## src/design/scgb_regs.svh

```systemverilog
`ifndef SCGB_REGS_SVH
`define SCGB_REGS_SVH

`define SCGB_ADDR_W 12
`define SCGB_RUN_OFS 12'h100
`define SCGB_SLEEP_OFS 12'h110
`define SCGB_DEEP_OFS 12'h120
`define SCGB_CFG_OFS 12'h130
`define SCGB_IST_OFS 12'h140
`define SCGB_IMSK_OFS 12'h144
`define SCGB_STATE_OFS 12'h148

`define SCGB_HIB_BIT 6
`define SCGB_WDT_BIT 3
`define SCGB_ACG_BIT 0
`define SCGB_MODE_LSB 8

`define SCGB_IRQ_HIB_BIT 0
`define SCGB_IRQ_WDT_BIT 1
`define SCGB_IRQ_W 2

`define SCGB_GATE_RST 32'h0000_0040
`define SCGB_GATE_WMASK 32'h0000_0048
`define SCGB_CFG_RST 32'h0000_0000
`define SCGB_CFG_WMASK 32'h0000_0001
`define SCGB_IRQ_RST 2'h0

`endif

```

## src/design/scgb_pkg.sv

```systemverilog
package scgb_pkg;

	typedef enum logic [1:0] {SCGB_MODE_RUN, SCGB_MODE_SLEEP, SCGB_MODE_DEEP} scgb_mode_t;

	typedef enum logic {SCGB_APB_IDLE, SCGB_APB_ACK} scgb_apb_st_t;

endpackage : scgb_pkg

```

## src/design/scgb_gate_reg.sv

```systemverilog
`timescale 1ns/1ps
`include "scgb_regs.svh"

// one software word with a fixed set of writable bits
module scgb_gate_reg
#(
	parameter logic [31:0] RST_VAL = `SCGB_GATE_RST,
	parameter logic [31:0] WR_MASK = `SCGB_GATE_WMASK
)
(
	input wire logic pclk,
	input wire logic presetn,
	input wire logic wr_en,
	input wire logic [31:0] wdata,
	output logic [31:0] value_q
);

	logic [31:0] value_d;

	// read-only bits never leave their reset value
	assign value_d = wr_en ? ((wdata & WR_MASK) | (RST_VAL & ~WR_MASK)) : value_q;

	always_ff @(posedge pclk or negedge presetn)
	begin
		if (!presetn)
			value_q <= RST_VAL;
		else
			value_q <= value_d;
	end

endmodule : scgb_gate_reg

```

## src/design/scgb_unit_gate.sv

```systemverilog
`timescale 1ns/1ps

// clock enable and access check for one gated unit
module scgb_unit_gate
(
	input wire logic pclk,
	input wire logic presetn,
	input wire logic gate_en,
	input wire logic access,
	output logic clk_en_q,
	output logic fault_q
);

	logic fault_d;

	// access checked against the enable the unit is really running with
	assign fault_d = access & ~clk_en_q;

	always_ff @(posedge pclk or negedge presetn)
	begin
		if (!presetn)
		begin
			clk_en_q <= 1'b0;
			fault_q <= 1'b0;
		end
		else
		begin
			clk_en_q <= gate_en;
			fault_q <= fault_d;
		end
	end

endmodule : scgb_unit_gate

```

## src/design/scgb_top.sv

```systemverilog
`timescale 1ns/1ps
`include "scgb_regs.svh"

// Summary of operation
// set bit clocks unit, clear bit stops it
// access to gated unit gives bus fault
// gating bits reset to zero unless noted
// run, sleep, deep-sleep registers per mode
// low-power registers apply only with auto gating
// bit 6 hibernate enable, resets to one
// bit 3 watchdog enable, resets to zero
// other bits read-only, read as zero
// sleep register at 0x110, reset 0x40
// auto gating off keeps run settings
module scgb_top
	import scgb_pkg::*;
(
	input wire logic pclk,
	input wire logic presetn,
	input wire logic psel,
	input wire logic penable,
	input wire logic pwrite,
	input wire logic [`SCGB_ADDR_W-1:0] paddr,
	input wire logic [31:0] pwdata,
	output logic [31:0] prdata,
	output logic pready,
	output logic pslverr,
	input wire scgb_mode_t power_mode,
	input wire logic hib_access,
	input wire logic wdt_access,
	output logic hibernate_clock_enable,
	output logic watchdog_clock_enable,
	output logic hib_fault,
	output logic wdt_fault,
	output logic irq
);

	scgb_apb_st_t apb_st_q;
	scgb_apb_st_t apb_st_d;
	logic [31:0] prdata_q;
	logic pready_q;
	logic pslverr_q;
	logic irq_q;
	logic [`SCGB_IRQ_W-1:0] ist_q;
	logic [`SCGB_IRQ_W-1:0] ist_d;
	logic [`SCGB_IRQ_W-1:0] imsk_q;
	logic [`SCGB_IRQ_W-1:0] imsk_d;
	logic [`SCGB_IRQ_W-1:0] ist_set;
	logic [`SCGB_IRQ_W-1:0] ist_clr;
	logic [31:0] run_q;
	logic [31:0] sleep_q;
	logic [31:0] deep_q;
	logic [31:0] cfg_q;
	logic [31:0] state_word;
	logic [31:0] eff_gate;
	logic [31:0] rd_mux;
	logic auto_clock_gating_enable;
	logic apb_req;
	logic apb_done;
	logic wr_done;
	logic hit_run;
	logic hit_sleep;
	logic hit_deep;
	logic hit_cfg;
	logic hit_ist;
	logic hit_imsk;
	logic hit_state;
	logic hit_any;

	// bus decode; writes land only on the completing edge
	assign apb_req = psel & penable;
	assign apb_done = apb_req & pready_q & (apb_st_q == SCGB_APB_ACK);
	assign wr_done = apb_done & pwrite & ~pslverr_q;
	assign hit_run = (paddr == `SCGB_RUN_OFS);
	assign hit_sleep = (paddr == `SCGB_SLEEP_OFS);
	assign hit_deep = (paddr == `SCGB_DEEP_OFS);
	assign hit_cfg = (paddr == `SCGB_CFG_OFS);
	assign hit_ist = (paddr == `SCGB_IST_OFS);
	assign hit_imsk = (paddr == `SCGB_IMSK_OFS);
	assign hit_state = (paddr == `SCGB_STATE_OFS);
	assign hit_any = hit_run | hit_sleep | hit_deep | hit_cfg | hit_ist | hit_imsk | hit_state;

	scgb_gate_reg #(
		.RST_VAL(`SCGB_GATE_RST),
		.WR_MASK(`SCGB_GATE_WMASK)
	) u_run (
		.pclk(pclk),
		.presetn(presetn),
		.wr_en(wr_done & hit_run),
		.wdata(pwdata),
		.value_q(run_q)
	);

	scgb_gate_reg #(
		.RST_VAL(`SCGB_GATE_RST),
		.WR_MASK(`SCGB_GATE_WMASK)
	) u_sleep (
		.pclk(pclk),
		.presetn(presetn),
		.wr_en(wr_done & hit_sleep),
		.wdata(pwdata),
		.value_q(sleep_q)
	);

	scgb_gate_reg #(
		.RST_VAL(`SCGB_GATE_RST),
		.WR_MASK(`SCGB_GATE_WMASK)
	) u_deep (
		.pclk(pclk),
		.presetn(presetn),
		.wr_en(wr_done & hit_deep),
		.wdata(pwdata),
		.value_q(deep_q)
	);

	scgb_gate_reg #(
		.RST_VAL(`SCGB_CFG_RST),
		.WR_MASK(`SCGB_CFG_WMASK)
	) u_cfg (
		.pclk(pclk),
		.presetn(presetn),
		.wr_en(wr_done & hit_cfg),
		.wdata(pwdata),
		.value_q(cfg_q)
	);

	assign auto_clock_gating_enable = cfg_q[`SCGB_ACG_BIT];

	// low-power words only count once auto gating is on
	always_comb
	begin
		case (power_mode)
			SCGB_MODE_RUN: eff_gate = run_q;
			SCGB_MODE_SLEEP: eff_gate = auto_clock_gating_enable ? sleep_q : run_q;
			SCGB_MODE_DEEP: eff_gate = auto_clock_gating_enable ? deep_q : run_q;
			default: eff_gate = run_q;
		endcase
	end

	scgb_unit_gate u_hib (
		.pclk(pclk),
		.presetn(presetn),
		.gate_en(eff_gate[`SCGB_HIB_BIT]),
		.access(hib_access),
		.clk_en_q(hibernate_clock_enable),
		.fault_q(hib_fault)
	);

	scgb_unit_gate u_wdt (
		.pclk(pclk),
		.presetn(presetn),
		.gate_en(eff_gate[`SCGB_WDT_BIT]),
		.access(wdt_access),
		.clk_en_q(watchdog_clock_enable),
		.fault_q(wdt_fault)
	);

	// live view of what the units are really getting
	assign state_word = {22'h0, power_mode, 1'b0, hibernate_clock_enable, 2'h0,
		watchdog_clock_enable, 3'h0};

	// reserved bits already zero inside the stored words
	assign rd_mux = ({32{hit_run}} & run_q) |
		({32{hit_sleep}} & sleep_q) |
		({32{hit_deep}} & deep_q) |
		({32{hit_cfg}} & cfg_q) |
		({32{hit_ist}} & {30'h0, ist_q}) |
		({32{hit_imsk}} & {30'h0, imsk_q}) |
		({32{hit_state}} & state_word);

	// set wins over a same-cycle write-one clear
	assign ist_set = {wdt_fault, hib_fault};
	assign ist_clr = (wr_done & hit_ist) ? pwdata[`SCGB_IRQ_W-1:0] : `SCGB_IRQ_RST;
	assign ist_d = (ist_q & ~ist_clr) | ist_set;
	assign imsk_d = (wr_done & hit_imsk) ? pwdata[`SCGB_IRQ_W-1:0] : imsk_q;

	always_comb
	begin
		case (apb_st_q)
			SCGB_APB_IDLE: apb_st_d = apb_req ? SCGB_APB_ACK : SCGB_APB_IDLE;
			SCGB_APB_ACK: apb_st_d = SCGB_APB_IDLE;
			default: apb_st_d = SCGB_APB_IDLE;
		endcase
	end

	// one wait state buys registered read data and error
	always_ff @(posedge pclk or negedge presetn)
	begin
		if (!presetn)
		begin
			apb_st_q <= SCGB_APB_IDLE;
			pready_q <= 1'b0;
			pslverr_q <= 1'b0;
			prdata_q <= 32'h0000_0000;
		end
		else
		begin
			apb_st_q <= apb_st_d;
			pready_q <= (apb_st_q == SCGB_APB_IDLE) & apb_req;
			pslverr_q <= (apb_st_q == SCGB_APB_IDLE) & apb_req & ~hit_any;
			prdata_q <= ((apb_st_q == SCGB_APB_IDLE) & apb_req & ~pwrite) ? rd_mux : 32'h0000_0000;
		end
	end

	always_ff @(posedge pclk or negedge presetn)
	begin
		if (!presetn)
		begin
			ist_q <= `SCGB_IRQ_RST;
			imsk_q <= `SCGB_IRQ_RST;
			irq_q <= 1'b0;
		end
		else
		begin
			ist_q <= ist_d;
			imsk_q <= imsk_d;
			irq_q <= |(ist_d & imsk_d);
		end
	end

	assign prdata = prdata_q;
	assign pready = pready_q;
	assign pslverr = pslverr_q;
	assign irq = irq_q;

	chk_sleep_reset: assert property (@(posedge pclk) disable iff (!presetn)
		$rose(presetn) |-> (sleep_q == `SCGB_GATE_RST))
		else $error("sleep word not at reset value");

	chk_wdt_reset_off: assert property (@(posedge pclk) disable iff (!presetn)
		$rose(presetn) |-> (!deep_q[`SCGB_WDT_BIT] && !run_q[`SCGB_WDT_BIT] && !watchdog_clock_enable))
		else $error("watchdog enabled out of reset");

	chk_gated_fault: assert property (@(posedge pclk) disable iff (!presetn)
		(wdt_access && !watchdog_clock_enable) |=> wdt_fault)
		else $error("gated watchdog access gave no fault");

	chk_open_no_fault: assert property (@(posedge pclk) disable iff (!presetn)
		(hib_access && hibernate_clock_enable) |=> !hib_fault)
		else $error("fault on clocked hibernate unit");

	chk_sleep_select: assert property (@(posedge pclk) disable iff (!presetn)
		(auto_clock_gating_enable && power_mode == SCGB_MODE_SLEEP) |=> (hibernate_clock_enable == $past(sleep_q[`SCGB_HIB_BIT])))
		else $error("sleep word not applied in sleep");

	chk_deep_select: assert property (@(posedge pclk) disable iff (!presetn)
		(auto_clock_gating_enable && power_mode == SCGB_MODE_DEEP) |=> (watchdog_clock_enable == $past(deep_q[`SCGB_WDT_BIT])))
		else $error("deep-sleep word not applied");

	// sampled presetn keeps the release-edge attempt vacuous; enables load one edge later
	chk_run_fallback: assert property (@(posedge pclk) disable iff (!presetn)
		(presetn && !auto_clock_gating_enable) |=> (watchdog_clock_enable == $past(run_q[`SCGB_WDT_BIT])
			&& hibernate_clock_enable == $past(run_q[`SCGB_HIB_BIT])))
		else $error("run word not kept without auto gating");

	chk_rsvd_zero: assert property (@(posedge pclk) disable iff (!presetn)
		(apb_done && !pwrite && (hit_run || hit_sleep || hit_deep)) |-> ((prdata & ~`SCGB_GATE_WMASK) == 32'h0))
		else $error("reserved gating bits read nonzero");

	chk_hib_write: assert property (@(posedge pclk) disable iff (!presetn)
		(wr_done && hit_sleep) |=> (sleep_q[`SCGB_HIB_BIT] == $past(pwdata[`SCGB_HIB_BIT])))
		else $error("hibernate bit did not take write");

	chk_wdt_write: assert property (@(posedge pclk) disable iff (!presetn)
		(wr_done && hit_deep) |=> ##1 (watchdog_clock_enable == $past(pwdata[`SCGB_WDT_BIT], 2)
			|| $past(power_mode) != SCGB_MODE_DEEP || !$past(auto_clock_gating_enable)))
		else $error("watchdog bit write not applied");

	chk_irq_level: assert property (@(posedge pclk) disable iff (!presetn)
		(hib_fault && imsk_d[`SCGB_IRQ_HIB_BIT]) |=> irq)
		else $error("masked-in fault raised no interrupt");

	chk_apb_wait: assert property (@(posedge pclk) disable iff (!presetn)
		($rose(penable) && psel && apb_st_q == SCGB_APB_IDLE) |-> !pready ##1 pready)
		else $error("bus answer not after one wait state");

	chk_rdata_idle: assert property (@(posedge pclk) disable iff (!presetn)
		!pready |-> (prdata == 32'h0000_0000))
		else $error("read data not zero outside answer");

	chk_err_unmapped: assert property (@(posedge pclk) disable iff (!presetn)
		(apb_done && !hit_any) |-> pslverr)
		else $error("unmapped access gave no error");

	chk_err_mapped: assert property (@(posedge pclk) disable iff (!presetn)
		(apb_done && hit_any) |-> !pslverr)
		else $error("mapped access gave an error");

	chk_ready_pulse: assert property (@(posedge pclk) disable iff (!presetn)
		pready |=> !pready)
		else $error("ready stood more than one cycle");

	chk_unmapped_ignored: assert property (@(posedge pclk) disable iff (!presetn)
		(apb_done && pwrite && !hit_any) |=> ($stable(run_q) && $stable(sleep_q) && $stable(deep_q)
			&& $stable(cfg_q) && $stable(imsk_q)))
		else $error("unmapped write changed a register");

	chk_hib_gated_fault: assert property (@(posedge pclk) disable iff (!presetn)
		(hib_access && !hibernate_clock_enable) |=> hib_fault)
		else $error("gated hibernate access gave no fault");

	chk_wdt_open_no_fault: assert property (@(posedge pclk) disable iff (!presetn)
		(wdt_access && watchdog_clock_enable) |=> !wdt_fault)
		else $error("fault on clocked watchdog unit");

	chk_fault_cause: assert property (@(posedge pclk) disable iff (!presetn)
		hib_fault |-> ($past(hib_access) && !$past(hibernate_clock_enable)))
		else $error("hibernate fault without gated access");

	chk_hib_set_wins: assert property (@(posedge pclk) disable iff (!presetn)
		hib_fault |=> ist_q[`SCGB_IRQ_HIB_BIT])
		else $error("hibernate fault not latched in status");

	chk_wdt_set_wins: assert property (@(posedge pclk) disable iff (!presetn)
		wdt_fault |=> ist_q[`SCGB_IRQ_WDT_BIT])
		else $error("watchdog fault not latched in status");

	chk_ist_clear: assert property (@(posedge pclk) disable iff (!presetn)
		(wr_done && hit_ist && pwdata[`SCGB_IRQ_HIB_BIT] && !hib_fault) |=> !ist_q[`SCGB_IRQ_HIB_BIT])
		else $error("write-one did not clear status");

	chk_irq_match: assert property (@(posedge pclk) disable iff (!presetn)
		(irq == (|(ist_q & imsk_q))))
		else $error("interrupt level differs from status and mask");

	chk_run_select: assert property (@(posedge pclk) disable iff (!presetn)
		(presetn && power_mode == SCGB_MODE_RUN) |=> (hibernate_clock_enable == $past(run_q[`SCGB_HIB_BIT])
			&& watchdog_clock_enable == $past(run_q[`SCGB_WDT_BIT])))
		else $error("run word not applied in run");

	chk_sleep_wdt: assert property (@(posedge pclk) disable iff (!presetn)
		(auto_clock_gating_enable && power_mode == SCGB_MODE_SLEEP) |=> (watchdog_clock_enable == $past(sleep_q[`SCGB_WDT_BIT])))
		else $error("sleep word watchdog bit not applied");

	chk_deep_hib: assert property (@(posedge pclk) disable iff (!presetn)
		(auto_clock_gating_enable && power_mode == SCGB_MODE_DEEP) |=> (hibernate_clock_enable == $past(deep_q[`SCGB_HIB_BIT])))
		else $error("deep-sleep word hibernate bit not applied");

	chk_cfg_rsvd: assert property (@(posedge pclk) disable iff (!presetn)
		(apb_done && !pwrite && hit_cfg) |-> ((prdata & ~`SCGB_CFG_WMASK) == 32'h0))
		else $error("reserved config bits read nonzero");

	chk_ro_write: assert property (@(posedge pclk) disable iff (!presetn)
		(wr_done && hit_run) |=> ((run_q & ~`SCGB_GATE_WMASK) == 32'h0))
		else $error("read-only run bits took a write");

	chk_hib_reset_on: assert property (@(posedge pclk) disable iff (!presetn)
		$rose(presetn) |=> hibernate_clock_enable)
		else $error("hibernate unit not clocked after reset");

	chk_deep_reset: assert property (@(posedge pclk) disable iff (!presetn)
		$rose(presetn) |-> (deep_q == `SCGB_GATE_RST && run_q == `SCGB_GATE_RST))
		else $error("gating words not at reset value");

endmodule : scgb_top

```

## config.mk

```make
export PLATFORM = sky130hd
export DESIGN_NAME = scgb_top
export DESIGN_NICKNAME = d
export VERILOG_FILES = /design/src/design/scgb_pkg.sv /design/src/design/scgb_gate_reg.sv /design/src/design/scgb_unit_gate.sv /design/src/design/scgb_top.sv
export VERILOG_INCLUDE_DIRS = /design/src /design/src/design
export SDC_FILE = /design/constraint.sdc
export NUM_CORES = 1
export LEC_CHECK = 0
export ABC_AREA = 1
export BUFFER_PORTS_ARGS = -buffer_cell sky130_fd_sc_hd__buf_2
export CAP_MARGIN = 20
export CELL_PAD_IN_SITES_DETAIL_PLACEMENT = 1
export CELL_PAD_IN_SITES_GLOBAL_PLACEMENT = 2
export CORE_ASPECT_RATIO = 1.1
export CORE_MARGIN = 2
export CORE_UTILIZATION = 31
export DETAILED_ROUTE_END_ITERATION = 10
export PLACE_DENSITY_LB_ADDON = 0.1
export SYNTH_ARGS = -nofsm -noshare
export SYNTH_HDL_FRONTEND = slang
export SYNTH_HIERARCHICAL = 1
export SYNTH_SLANG_ARGS = --single-unit
```

## constraint.sdc

```tcl
create_clock -name pclk -period 1.61 [get_ports pclk]
set_input_delay 0.4025 -clock pclk [delete_from_list [all_inputs] [get_ports pclk]]
set_output_delay 0.4025 -clock pclk [all_outputs]
set_load 0.005 [all_outputs]
```

**Yosys cells after proc, flatten, opt, wreduce, memory -nomap -nowiden**

Cells that the tools add are included.

- Equal/unequal tests: 9
- Muxes and demuxes: 8
- Bitwise gates (word level): 45
- Reduce and logical (&&, ||, !) cells: 1

Operators by type and width:

| operator | count |
|---|---|
| 32-bit OR | 6 |
| 32-bit by 7-bit bitwise AND with 32-bit output | 3 |
| 12-bit by 9-bit equality test with 1-bit output (second input constant) | 7 |
| 32-bit by 2-bit bitwise AND with 32-bit output | 2 |
| 32-bit by 1-bit bitwise AND with 32-bit output | 1 |
| 32-bit by 10-bit bitwise AND with 32-bit output | 1 |
| 32-bit two-way mux | 1 |
| 1-bit bitwise AND | 16 |
| 7-bit two-way mux | 2 |
| 7-bit one-hot mux with 2 select lines | 1 |
| 1-bit inverter | 6 |
| 1-bit OR | 6 |
| 2-bit bitwise AND | 2 |
| 2-bit two-way mux | 2 |
| 2-bit by 1-bit equality test with 1-bit output (second input constant) | 1 |
| 2-bit equality test (second input constant) | 1 |
| 2-bit inverter | 1 |
| 2-bit OR | 1 |
| 1-bit one-hot mux with 2 select lines | 1 |
| 2-bit OR reduction | 1 |
| 1-bit two-way mux | 1 |

- Bits in registers: 51
- Output and inout bits: 39
- Word-level logic and storage cells: 78

**Longest topological paths before layout**

Gate-level depths: netlist (run 1).

- Depth after elaboration: 12
- Depth in mapped cells: 11
- Gate-level depth less buffers: 9

**Hierarchy**

The synthesis (run 1) kept the hierarchy.

Modules (own cells, without submodules):

| module | times used | cells an instance | area each (um^2) | seq. area each (um^2) |
|---|---|---|---|---|
| scgb_top | 1 | 420 | 2791.4 | 975.9 |
| scgb_gate_reg (u_deep ...) | 3 | 40 | 306.5 | 51.3 |
| scgb_gate_reg (u_cfg) | 1 | 37 | 276.5 | 25.0 |
| scgb_unit_gate | 2 | 4 | 60.1 | 50.0 |

**Least setup slack after synthesis (run 1)**

No wires, ideal clock.

- Kind: input port to flip-flop
- From: input paddr[8]
- To: register u_deep.value_q[3]
- Arrival time: 1.431 ns
- Required time: 1.494 ns
- Path slack: 0.063 ns
- Stages: 11
- Path buffers: 2
- Cell sequence: inv_1 nor2_1 nand2_1 nor2_4 buf_6 buf_2 nand2_1 nor2_1 inv_1 nand2_1 nand2_1

- Longest elaborated chain between the ends: 2

RTL lines:

| item | line | source |
|---|---|---|
| from (decl) | scgb_top.sv:23 | `` input wire logic [`SCGB_ADDR_W-1:0] paddr, `` |
| 12-bit by 9-bit equality test with 1-bit output (no source line) | -- |  |
| 1-bit bitwise AND | scgb_top.sv:111 | `.wr_en(wr_done & hit_deep),` |
| to (signal assigned) | scgb_gate_reg.sv:28 | `value_q <= value_d;` |
| to (decl) | scgb_gate_reg.sv:15 | `output logic [31:0] value_q` |

No other way between the ends.
A chain may end at the register's enable or synchronous reset.

**Worst setup path after layout (run 1)**

- From: input paddr[9]
- To: register u_sleep.value_q[3]

- Longest elaborated chain between the ends: 2

RTL lines:

| item | line | source |
|---|---|---|
| 12-bit by 9-bit equality test with 1-bit output (no source line) | -- |  |
| 1-bit bitwise AND | scgb_top.sv:100 | `.wr_en(wr_done & hit_sleep),` |
| to (signal assigned) | scgb_gate_reg.sv:28 |  |
| to (decl) | scgb_gate_reg.sv:15 |  |

No other way between the ends.

==> impl_metrics.yaml, run 1 <==
synth:
  yosys_register_bits: 50
  synth_compound_area_share_pct: 1.77
  synth_cell_type_count: 23
  synthMuxAreaShare_pct: 0
  synth_cells: 585
  synth_top_family_by_area: "simple AND/OR/NAND/NOR gates"
  synth_area_per_cell_sq_um: 7.02
  synth_seq_area_share_pct: 30.6
  synthXorXnorAreaFrac_pct: 0
  yosysWarnings: 6
  synthAdderAreaFrac_pct: 0.609
  syn-cell-area_sq_um: 4110
  synthSimpleGateAreaFrac_pct: 35.4
placed_design:
  place_congestion: 0.789
  dp.final_hpwl_mm: 7.27
  place_ws_ps: -149
  placed_cells: 803
  numPortBuffers: 63
critical_path:
  worstSetupPathType: "input pin to flop"
  crit_fanout: 11
  cpMaxStageDelayCell: "nor2_4"
  cp-start-kind: "input pin"
  slowest_delay_ps: 300
  end_kind: "flop"
  worst_ep_required_time_ps: 1810
  cpMostUsedCell: "nand2_1"
  crit_arrival_ps: 1620
  worstPathCellList: "buf_2 -> nor2_1 -> nand2_1 -> nor2_4 -> nand3_2 -> nor2_1 -> inv_1 -> nand2_1 -> nand2_1"
status:
  outcome: "finished clean"
power:
  vdd_ir_drop_max_v: 0.000331
  p_leak_nw: 2.26
  power_switching_w: 0.000722
  cellPowerDensity_nw_per_um2: 637
  pwr-share-clk_pct: 45.3
  comb_power_share_pct: 9.5
  seqPwrFrac_pct: 45.3
  p_int_w: 0.00207
  swShare_pct: 25.8
clocking:
  cts_tree: "yes"
  cts_buffers: 5
  clk_pin_slew_worst_paths_ps: 70
  cts_setup_buffers: 0
  cts_hold_buffers: 0
  clock_latency_ps: 300
  cts-resized-gates: 0
  cts_buffer_depth: 2
  root_buffer: "clkbuf_16"
  h-tree-depth: 2
  clock-sinks: 50
final_layout:
  fillers: 1717
  final_cell_mix: "conb_1 (121), nand3_1 (106), nor2_1 (101)"
  n_antenna_cell: 0
  multi_input_area_sq_um: 2010
  drive_gt1_share_pct: 17.5
  synthToLayoutAreaGrowth_pct: 6.73
  final-instance-count-excl-fill: 811
  mostFrequentLayoutCell: "conb_1"
  ff_latch_area_sq_um: 1250
  fin_nets: 704
  final_core_util_pct: 33.6
sta:
  finalCritPeriodShare_pct: 88.2
  grt_setup_unrepaired: "no"
  timing.hold.ws_ps: 4.23
  hold_viol_final: 0
  max_freq_mhz: 704
  setup_viol: 0
  finalClockSkew_ps: 5.92
  min_period_ps: 1420
  final.setup.worst_slack_ps: 189
  slew_viol_final: 0
floorplan:
  die_area_sq_um: 14200
  initial_core_util_pct: 31.5
  fp.dieW_um: 114
  io_pins: 92
  core_sq_um: 13000
  num_rows: 44
  die_height_um: 125
detailed_routing:
  drtIter0Drc: 73
  routedWlPerCell_um: 12.2
  wl_mm: 9.88
  drt_first_pass_iters: 4
  drc: 0
  antenna_left: 0
  viasPerCell: 4.21
  via_count: 3411
global_route:
  grt_max_degree: 52
  grt_pass1_wl_mm: 16.8
  grt_overflow_total: 0
  grt_usage_pct: 15.0
  antenna_found_initial: 1
  grt_pass1_vias: 3451
run:
  drv_cap: 0
hold_path:
  min_path_type: "input pin to asynchronous set/reset pin"
worst paths after layout:
check | endpoint | cells after the start | slack, ps | startpoint
worst max-delay path | u_sleep/value_q[3]$_DFFE_PN0P_ | 9 | 190 | paddr[9]
worst min-delay path | imsk_q[1]$_DFF_PN0_ | 1 | 4 | presetn
worst max register to register | irq$_DFF_PN0_ | 8 | 320 | pslverr$_DFF_PN0_
worst min register to register | u_sleep/value_q[6]$_DFFE_PN1P_ | 2 | 470 | u_sleep/value_q[6]$_DFFE_PN1P_
max in group asynchronous | prdata[18]$_DFF_PN0_ | 2 | 1060 | presetn
min in group pclk | u_hib/fault_q$_DFF_PN0_ | 3 | 310 | hib_access
through the flow:
| stage | total power, W | TNS, ps | area (sq um) |
|---|---|---|---|
| after floorplan | 0.00163 | 0 | 4550 |
| after global placement | 0.00155 | -556 | 4210 |
| after detailed placement | 0.00155 | -696 | 4210 |
| after CTS | 0.00285 | 0 | 4380 |
| after global routing | 0.00295 | 0 | 4380 |
| final | 0.00279 | 0 | 4380 |
cells by family (layout without fill, tap and decap cells):
group,after synthesis,count (layout)
AOI/OAI and AO/OA,14,14
adders and majority gates,2,2
buffers and inverters,209,157
DFF,50,50
other,4,121
and+or+nand+nor,306,306
sequential cells by signal (all words and copies together) (netlist names):
register,flops
ist_q,2
u_wdt/fault_q,1
u_hib/fault_q,1
u_run/value_q,2
pslverr,1
u_sleep/value_q,2
u_cfg/value_q,1
apb_st_q,1
u_hib/clk_en_q,1
imsk_q,2
u_wdt/clk_en_q,1
u_deep/value_q,2
irq,1
prdata,32
power by group through the flow:
| stage | logic, W | registers, W | clock network, W |
|---|---|---|---|
| after floorplan | 0.000343 | 0.00129 | 0 |
| after detailed placement | 0.000264 | 0.00129 | 0 |
| after global routing | 0.000315 | 0.00126 | 0.00138 |
| after global placement | 0.000258 | 0.00129 | 0 |
| final | 0.000265 | 0.00126 | 0.00126 |
| after CTS | 0.000265 | 0.00126 | 0.00132 |
metal layers:
metal,up-vias,global-route usage [%],share of wire (%)
met5,-,0,0.13
met4,2,4.95,1.6
met3,10,2.58,2.2
met2,40,26.2,49
met1,1602,18.5,46
li1,1757,-,-
worst max-delay path, delay by kind of cell:
kind | cells | cell delay, ps
AND/OR/NAND/NOR | 7 | 1040
buffers and inverters | 2 | 170
Yosys cell counts:
cell type / count / share of area (%)
clkbuf_1: 10 / 0.91
nor2_4: 7 / 1.9
conb_1: 4 / 0.37
nor2_1: 101 / 9.2
ha_1: 2 / 0.61
dfrtp_1: 47 / 29
o21a_1: 1 / 0.18
nor2_2: 2 / 0.30
buf_2: 8 / 0.97
o21ai_1: 4 / 0.49
dfstp_2: 3 / 1.9
buf_4: 129 / 24
o21ai_0: 6 / 0.73
nand2_1: 48 / 4.4
nand3_2: 3 / 0.73
a21oi_1: 3 / 0.37
nor3_1: 1 / 0.12
inv_1: 59 / 5.4
buf_1: 2 / 0.18
buf_6: 1 / 0.27
nand2_2: 1 / 0.15
nand4_1: 37 / 5.6
nand3_1: 106 / 13
area by class of cell:
type                    instances  share of cell area (%)
clock buffers                   5                    2.85
clock inverters                 3                    1.03
inverters                      59                    5.05
multi-input cells             443                    45.7
flip-flops and latches         50                    28.6
well taps                     161                    4.59
repair buffers                 90                    12.1
No activity file was read; power rests on OpenSTA's default activity.
==> inputs of run 2 (changes only) <==
CTS_BUF_LIST = sky130_fd_sc_hd__clkbuf_4 sky130_fd_sc_hd__clkbuf_8   (was default)
==> run 2 against run 1 <==
Net effect: first-iteration DRC count fell by 6.8%; cell count rose by 0.12%; global-route usage barely moved; die area did not move; clock-buffer cell count did not move; clock skew rose by 7.6 ps; utilization fell by 0.35 points; wire length fell by 0.17%; total power fell by 11%; sequential share of layout area rose by 0.31 points; largest cell class unchanged; critical path depth did not move; critical endpoint unchanged.
==> impl_metrics.yaml, run 2 (synthesis results as in run 1) <==
status:
  outcome: "finished clean"
hold_path:
  min_path_type: "input pin to flop"
critical_path:
  slowest_delay_ps: 300
  crit_arrival_ps: 1620
  worst_ep_required_time_ps: 1840
  cpMaxStageDelayCell: "nor2_4"
  crit_fanout: 11
  end_kind: "flop"
  cpLargestDelayFamily: "simple AND/OR/NAND/NOR gates"
  cpMostUsedCell: "nand2_1"
  path_buf_inv: 2
  worstPathCellList: "buf_2 -> nor2_1 -> nand2_1 -> nor2_4 -> nand3_2 -> nor2_1 -> inv_1 -> nand2_1 -> nand2_1"
  worstSetupPathType: "input pin to flop"
  cp-start-kind: "input pin"
sta:
  slew_viol_final: 0
  fin_setup_tns_ps: 0
  grt_setup_unrepaired: "no"
  max_freq_mhz: 717
  min_period_ps: 1390
  hold_viol_final: 0
  setup_viol: 0
  finalCritPeriodShare_pct: 86.6
  finalClockSkew_ps: 13.5
floorplan:
  fp.dieW_um: 114
  core_sq_um: 13000
  io_pins: 92
  initial_core_util_pct: 31.5
  die_height_um: 125
  die_area_sq_um: 14200
  num_rows: 44
run:
  drv_cap: 0
global_route:
  grt_usage_pct: 15.0
  grt_pass1_vias: 3451
  antenna_found_initial: 1
  grt_pass1_wl_mm: 16.8
  grt_max_degree: 52
  grt_overflow_total: 0
power:
  pwr-share-clk_pct: 38.6
  power_switching_w: 0.000692
  vdd_ir_drop_max_v: 0.000296
  cellPowerDensity_nw_per_um2: 575
  comb_power_share_pct: 10.7
  p_leak_nw: 2.23
  seqPwrFrac_pct: 50.7
  swShare_pct: 27.8
  p_int_w: 0.00180
final_layout:
  drive_gt1_share_pct: 17.5
  final_cell_mix: "conb_1 (121), nand3_1 (106), nor2_1 (101)"
  largest_reg_flops: 32
  final-instance-count-excl-fill: 812
  multi_input_area_sq_um: 2010
  n_antenna_cell: 0
  final_core_util_pct: 33.2
  mostFrequentLayoutCell: "conb_1"
  ff_latch_area_sq_um: 1250
  fillers: 1721
  fin_nets: 705
  synthToLayoutAreaGrowth_pct: 5.60
clocking:
  cts_setup_buffers: 0
  root_buffer: "clkbuf_8"
  clock_latency_ps: 330
  cts_hold_buffers: 1
  cts-resized-gates: 0
  clk_pin_slew_worst_paths_ps: 110
  h-tree-depth: 2
  clock-sinks: 50
  cts_tree: "yes"
  cts_buffer_depth: 2
  cts_buffers: 5
detailed_routing:
  drt_first_pass_iters: 4
  antenna_left: 0
  via_count: 3425
  wl_mm: 9.87
  viasPerCell: 4.22
  drc: 0
  routedWlPerCell_um: 12.2
  drtIter0Drc: 68
placed_design:
  dp.final_hpwl_mm: 7.27
  place_congestion: 0.789
  numPortBuffers: 63
  placed_cells: 803
[run 2: changes by cell type in the layout (fill, tap and decap cells not counted)]
| cell | before | now |
|---|---|---|
| clkbuf_8 | 0 | 5 |
| dlygate4sd3_1 | 0 | 1 |
| clkbuf_16 | 5 | 0 |
[run 2: per-layer routing]
metal / up-vias / global-route usage (%) / part of all wire, %
li1: 1760 / - / -
met4: 2 / 3.87 / 1.3
met2: 43 / 26.5 / 50
met1: 1613 / 18.4 / 46
met5: - / 0 / 0.13
met3: 7 / 3.02 / 2.5
[run 2: layout make-up]
| cell class | instances | area share (%) |
|---|---|---|
| multi-input cells | 443 | 46.2 |
| flip-flops and latches | 50 | 28.9 |
| repair buffers | 91 | 12.5 |
| inverters | 59 | 5.11 |
| well taps | 161 | 4.64 |
| clock buffers | 5 | 1.59 |
| clock inverters | 3 | 1.04 |
[run 2: per-stage QoR]
| step | area [sq um] | setup slack, ps | hold slack [ps] | total power [W] |
|---|---|---|---|---|
| after CTS | 4340 | 211 | 260 | 0.00254 |
| after floorplan | 4550 | 63.0 | 107 | 0.00163 |
| after detailed placement | 4210 | -149 | 344 | 0.00155 |
| after global routing | 4340 | 33.7 | 266 | 0.00265 |
| final | 4340 | 216 | 275 | 0.00249 |
| after global placement | 4210 | -125 | 333 | 0.00155 |
[run 2: tightest hold or removal path: cells and delay by family]
family	cells	cell delay (ps)
simple gates	1	30
buf+inv	2	150
[run 2: final timing paths]
| check | start | end | slack, ps | cells past startpoint |
|---|---|---|---|---|
| max | paddr[2] | u_sleep/value_q[3]$_DFFE_PN0P_ | 220 | 9 |
| min | wdt_access | u_wdt/fault_q$_DFF_PN0_ | 280 | 3 |
| max reg2reg | pslverr$_DFF_PN0_ | irq$_DFF_PN0_ | 310 | 8 |
| min reg2reg | u_sleep/value_q[6]$_DFFE_PN1P_ | u_sleep/value_q[6]$_DFFE_PN1P_ | 480 | 2 |
| max in group asynchronous | presetn | prdata[18]$_DFF_PN0_ | 560 | 3 |
| min in group asynchronous | presetn | imsk_q[1]$_DFF_PN0_ | 510 | 2 |
[run 2: power groups by stage]
| stage | logic, W | registers, W | clock network, W |
|---|---|---|---|
| global route | 0.000317 | 0.00126 | 0.00107 |
| global placement | 0.000258 | 0.00129 | 0 |
| CTS | 0.000267 | 0.00126 | 0.00101 |
| floorplan | 0.000343 | 0.00129 | 0 |
| finish | 0.000266 | 0.00126 | 0.000963 |
| detailed placement | 0.000264 | 0.00129 | 0 |
==> inputs of run 3 (changes only) <==
GPL_TIMING_DRIVEN = 0   (was default)
==> run 3 against run 2 <==
Net effect: die area is the same; critical path depth shrank 1; hold slack got worse by 220 ps; first-iteration DRC count is 35% higher; clock skew shrank 5.6 ps; utilization up 7.0 points; clock power grew 0.5%; cell count increased by 16%; cell area rose by 21%; clock-buffer cell count up 1; combinational power increased by 84%; fmax shrank 6.3%.
==> impl_metrics.yaml, run 3 (synthesis results as in run 1) <==
clocking:
  root_buffer: "clkbuf_8"
  clock_latency_ps: 320
  cts_buffer_depth: 2
  clock-sinks: 50
  cts_hold_buffers: 0
  cts_buffers: 5
  cts_tree: "yes"
  h-tree-depth: 2
  clk_pin_slew_worst_paths_ps: 100
floorplan:
  io_pins: 92
  initial_core_util_pct: 31.5
  die_area_sq_um: 14200
  core_sq_um: 13000
  die_height_um: 125
  num_rows: 44
  fp.dieW_um: 114
run:
  drv_cap: 0
final_layout:
  fillers: 1732
  fin_nets: 833
  final_core_util_pct: 40.2
  multi_input_area_sq_um: 2020
  largest_reg_flops: 32
  final_cell_mix: "buf_4 (135), conb_1 (121), nand3_1 (106)"
  synthToLayoutAreaGrowth_pct: 27.8
  ff_latch_area_sq_um: 1250
  drive_gt1_share_pct: 30.4
  n_antenna_cell: 0
  mostFrequentLayoutCell: "buf_4"
detailed_routing:
  viasPerCell: 4.21
  drc: 0
  wl_mm: 11.5
  drt_first_pass_iters: 4
  routedWlPerCell_um: 12.3
  drtIter0Drc: 92
  via_count: 3956
  antenna_left: 0
sta:
  hold_viol_final: 0
  slew_headroom_pct: 57.2
  finalCritPeriodShare_pct: 92.4
  setup_viol: 0
  slew_viol_final: 0
  grt_setup_unrepaired: "no"
  worstMarginPinSlew_ps: 643
  min_period_ps: 1490
  fin_setup_tns_ps: 0
  max_freq_mhz: 672
  finalClockSkew_ps: 7.92
placed_design:
  numPortBuffers: 63
  place_congestion: 0.818
  dp.final_hpwl_mm: 8.76
critical_path:
  cp-endpoint: "prdata[3]$_DFF_PN0_"
  worst_ep_required_time_ps: 1850
  r2r_cells: 4
  crit_arrival_ps: 1730
  r2r_end: "prdata[9]$_DFF_PN0_"
  rr_startpoint: "apb_st_q$_DFF_PN0_"
  cp-start-kind: "input pin"
  crit_fanout: 10
  end_kind: "flop"
  worstSetupPathType: "input pin to flop"
  r2r_setup_slack_ps: 120
  critPathLaunch: "paddr[7]"
power:
  comb_power_share_pct: 18.0
  p_int_w: 0.00200
  p_leak_nw: 2.90
  swShare_pct: 26.7
  pwr-share-clk_pct: 35.6
  power_switching_w: 0.000725
  cellPowerDensity_nw_per_um2: 518
  seqPwrFrac_pct: 46.5
  vdd_ir_drop_max_v: 0.000288
global_route:
  grt_max_degree: 29
  antenna_found_initial: 0
  grt_pass1_vias: 4006
  grt_overflow_total: 0
  grt_pass1_wl_mm: 19.4
  grt_usage_pct: 17.0
status:
  outcome: "finished clean"
hold_path:
  min_path_type: "input pin to asynchronous set/reset pin"
-- run 3: cell count changes in the layout (fill, tap and decap cells not counted), moves of 2 or more --
cell	change
buf_4	+109
nor2_1	-4
buf_2	+8
clkbuf_1	+9
nor2_2	+4
buf_1	+2
-- run 3: layout make-up --
class	count	area share, %
buffer	150	20.3
clock buffer	6	1.45
clock inverter	2	0.715
inverter	59	4.22
multi-input combinational	443	38.4
sequential	50	23.9
tap	161	3.84
timing repair buffer	69	7.10
-- run 3: metal layers --
layer	track usage, %	share of wire, %
met3	1.75	2.0
met4	4.66	1.3
met2	31.5	52
met1	20.7	45
met5	0	0
-- run 3: power by group through the flow --
stage / registers, W / logic, W / clock network [W]
2_1_floorplan: 0.00129 / 0.000343 / 0
5_1_grt: 0.00126 / 0.000549 / 0.00105
3_3_place_gp: 0.00129 / 0.000454 / 0
6_report: 0.00126 / 0.000489 / 0.000968
4_1_cts: 0.00126 / 0.000466 / 0.00103
3_5_place_dp: 0.00129 / 0.000466 / 0
-- run 3: what timing repair did --
action / 4_1_cts / 5_1_grt
buffers inserted: 0 / 5
gates resized for setup: 0 / 10
setup endpoints to repair: 0 / 7
-- run 3: worst min-delay path by stage --
stage	start	to
floorplan	presetn	apb_st_q$_DFF_PN0_
global placement	u_sleep/value_q[6]$_DFFE_PN1P_	u_sleep/value_q[6]$_DFFE_PN1P_
detailed placement	presetn	ist_q[1]$_DFF_PN0_
CTS	presetn	ist_q[1]$_DFF_PN0_
global route	presetn	ist_q[1]$_DFF_PN0_
finish	presetn	ist_q[1]$_DFF_PN0_
-- run 3: stage by stage --
step / instance area [sq um] / setup WS (ps) / cells / hold slack, ps / total power, W
after floorplan: 4550 / 63.0 / 702 / 107 / 0.00163
final: 5250 / 123 / 940 / 59.6 / 0.00272
after global routing: 5250 / 3.87 / 940 / 100 / 0.00286
after global placement: 5060 / -344 / 926 / 452 / 0.00174
after detailed placement: 5080 / -356 / 927 / 447 / 0.00175
after CTS: 5200 / 6.88 / 935 / 80.2 / 0.00276
-- run 3: worst max-delay path, stage by stage --
cell and delay (ps):
buf_2 120, nor2_4 180, buf_4 170, buf_1 400
nand4_1 140, o21ai_0 120, nor2_1 90, nor2_1 100
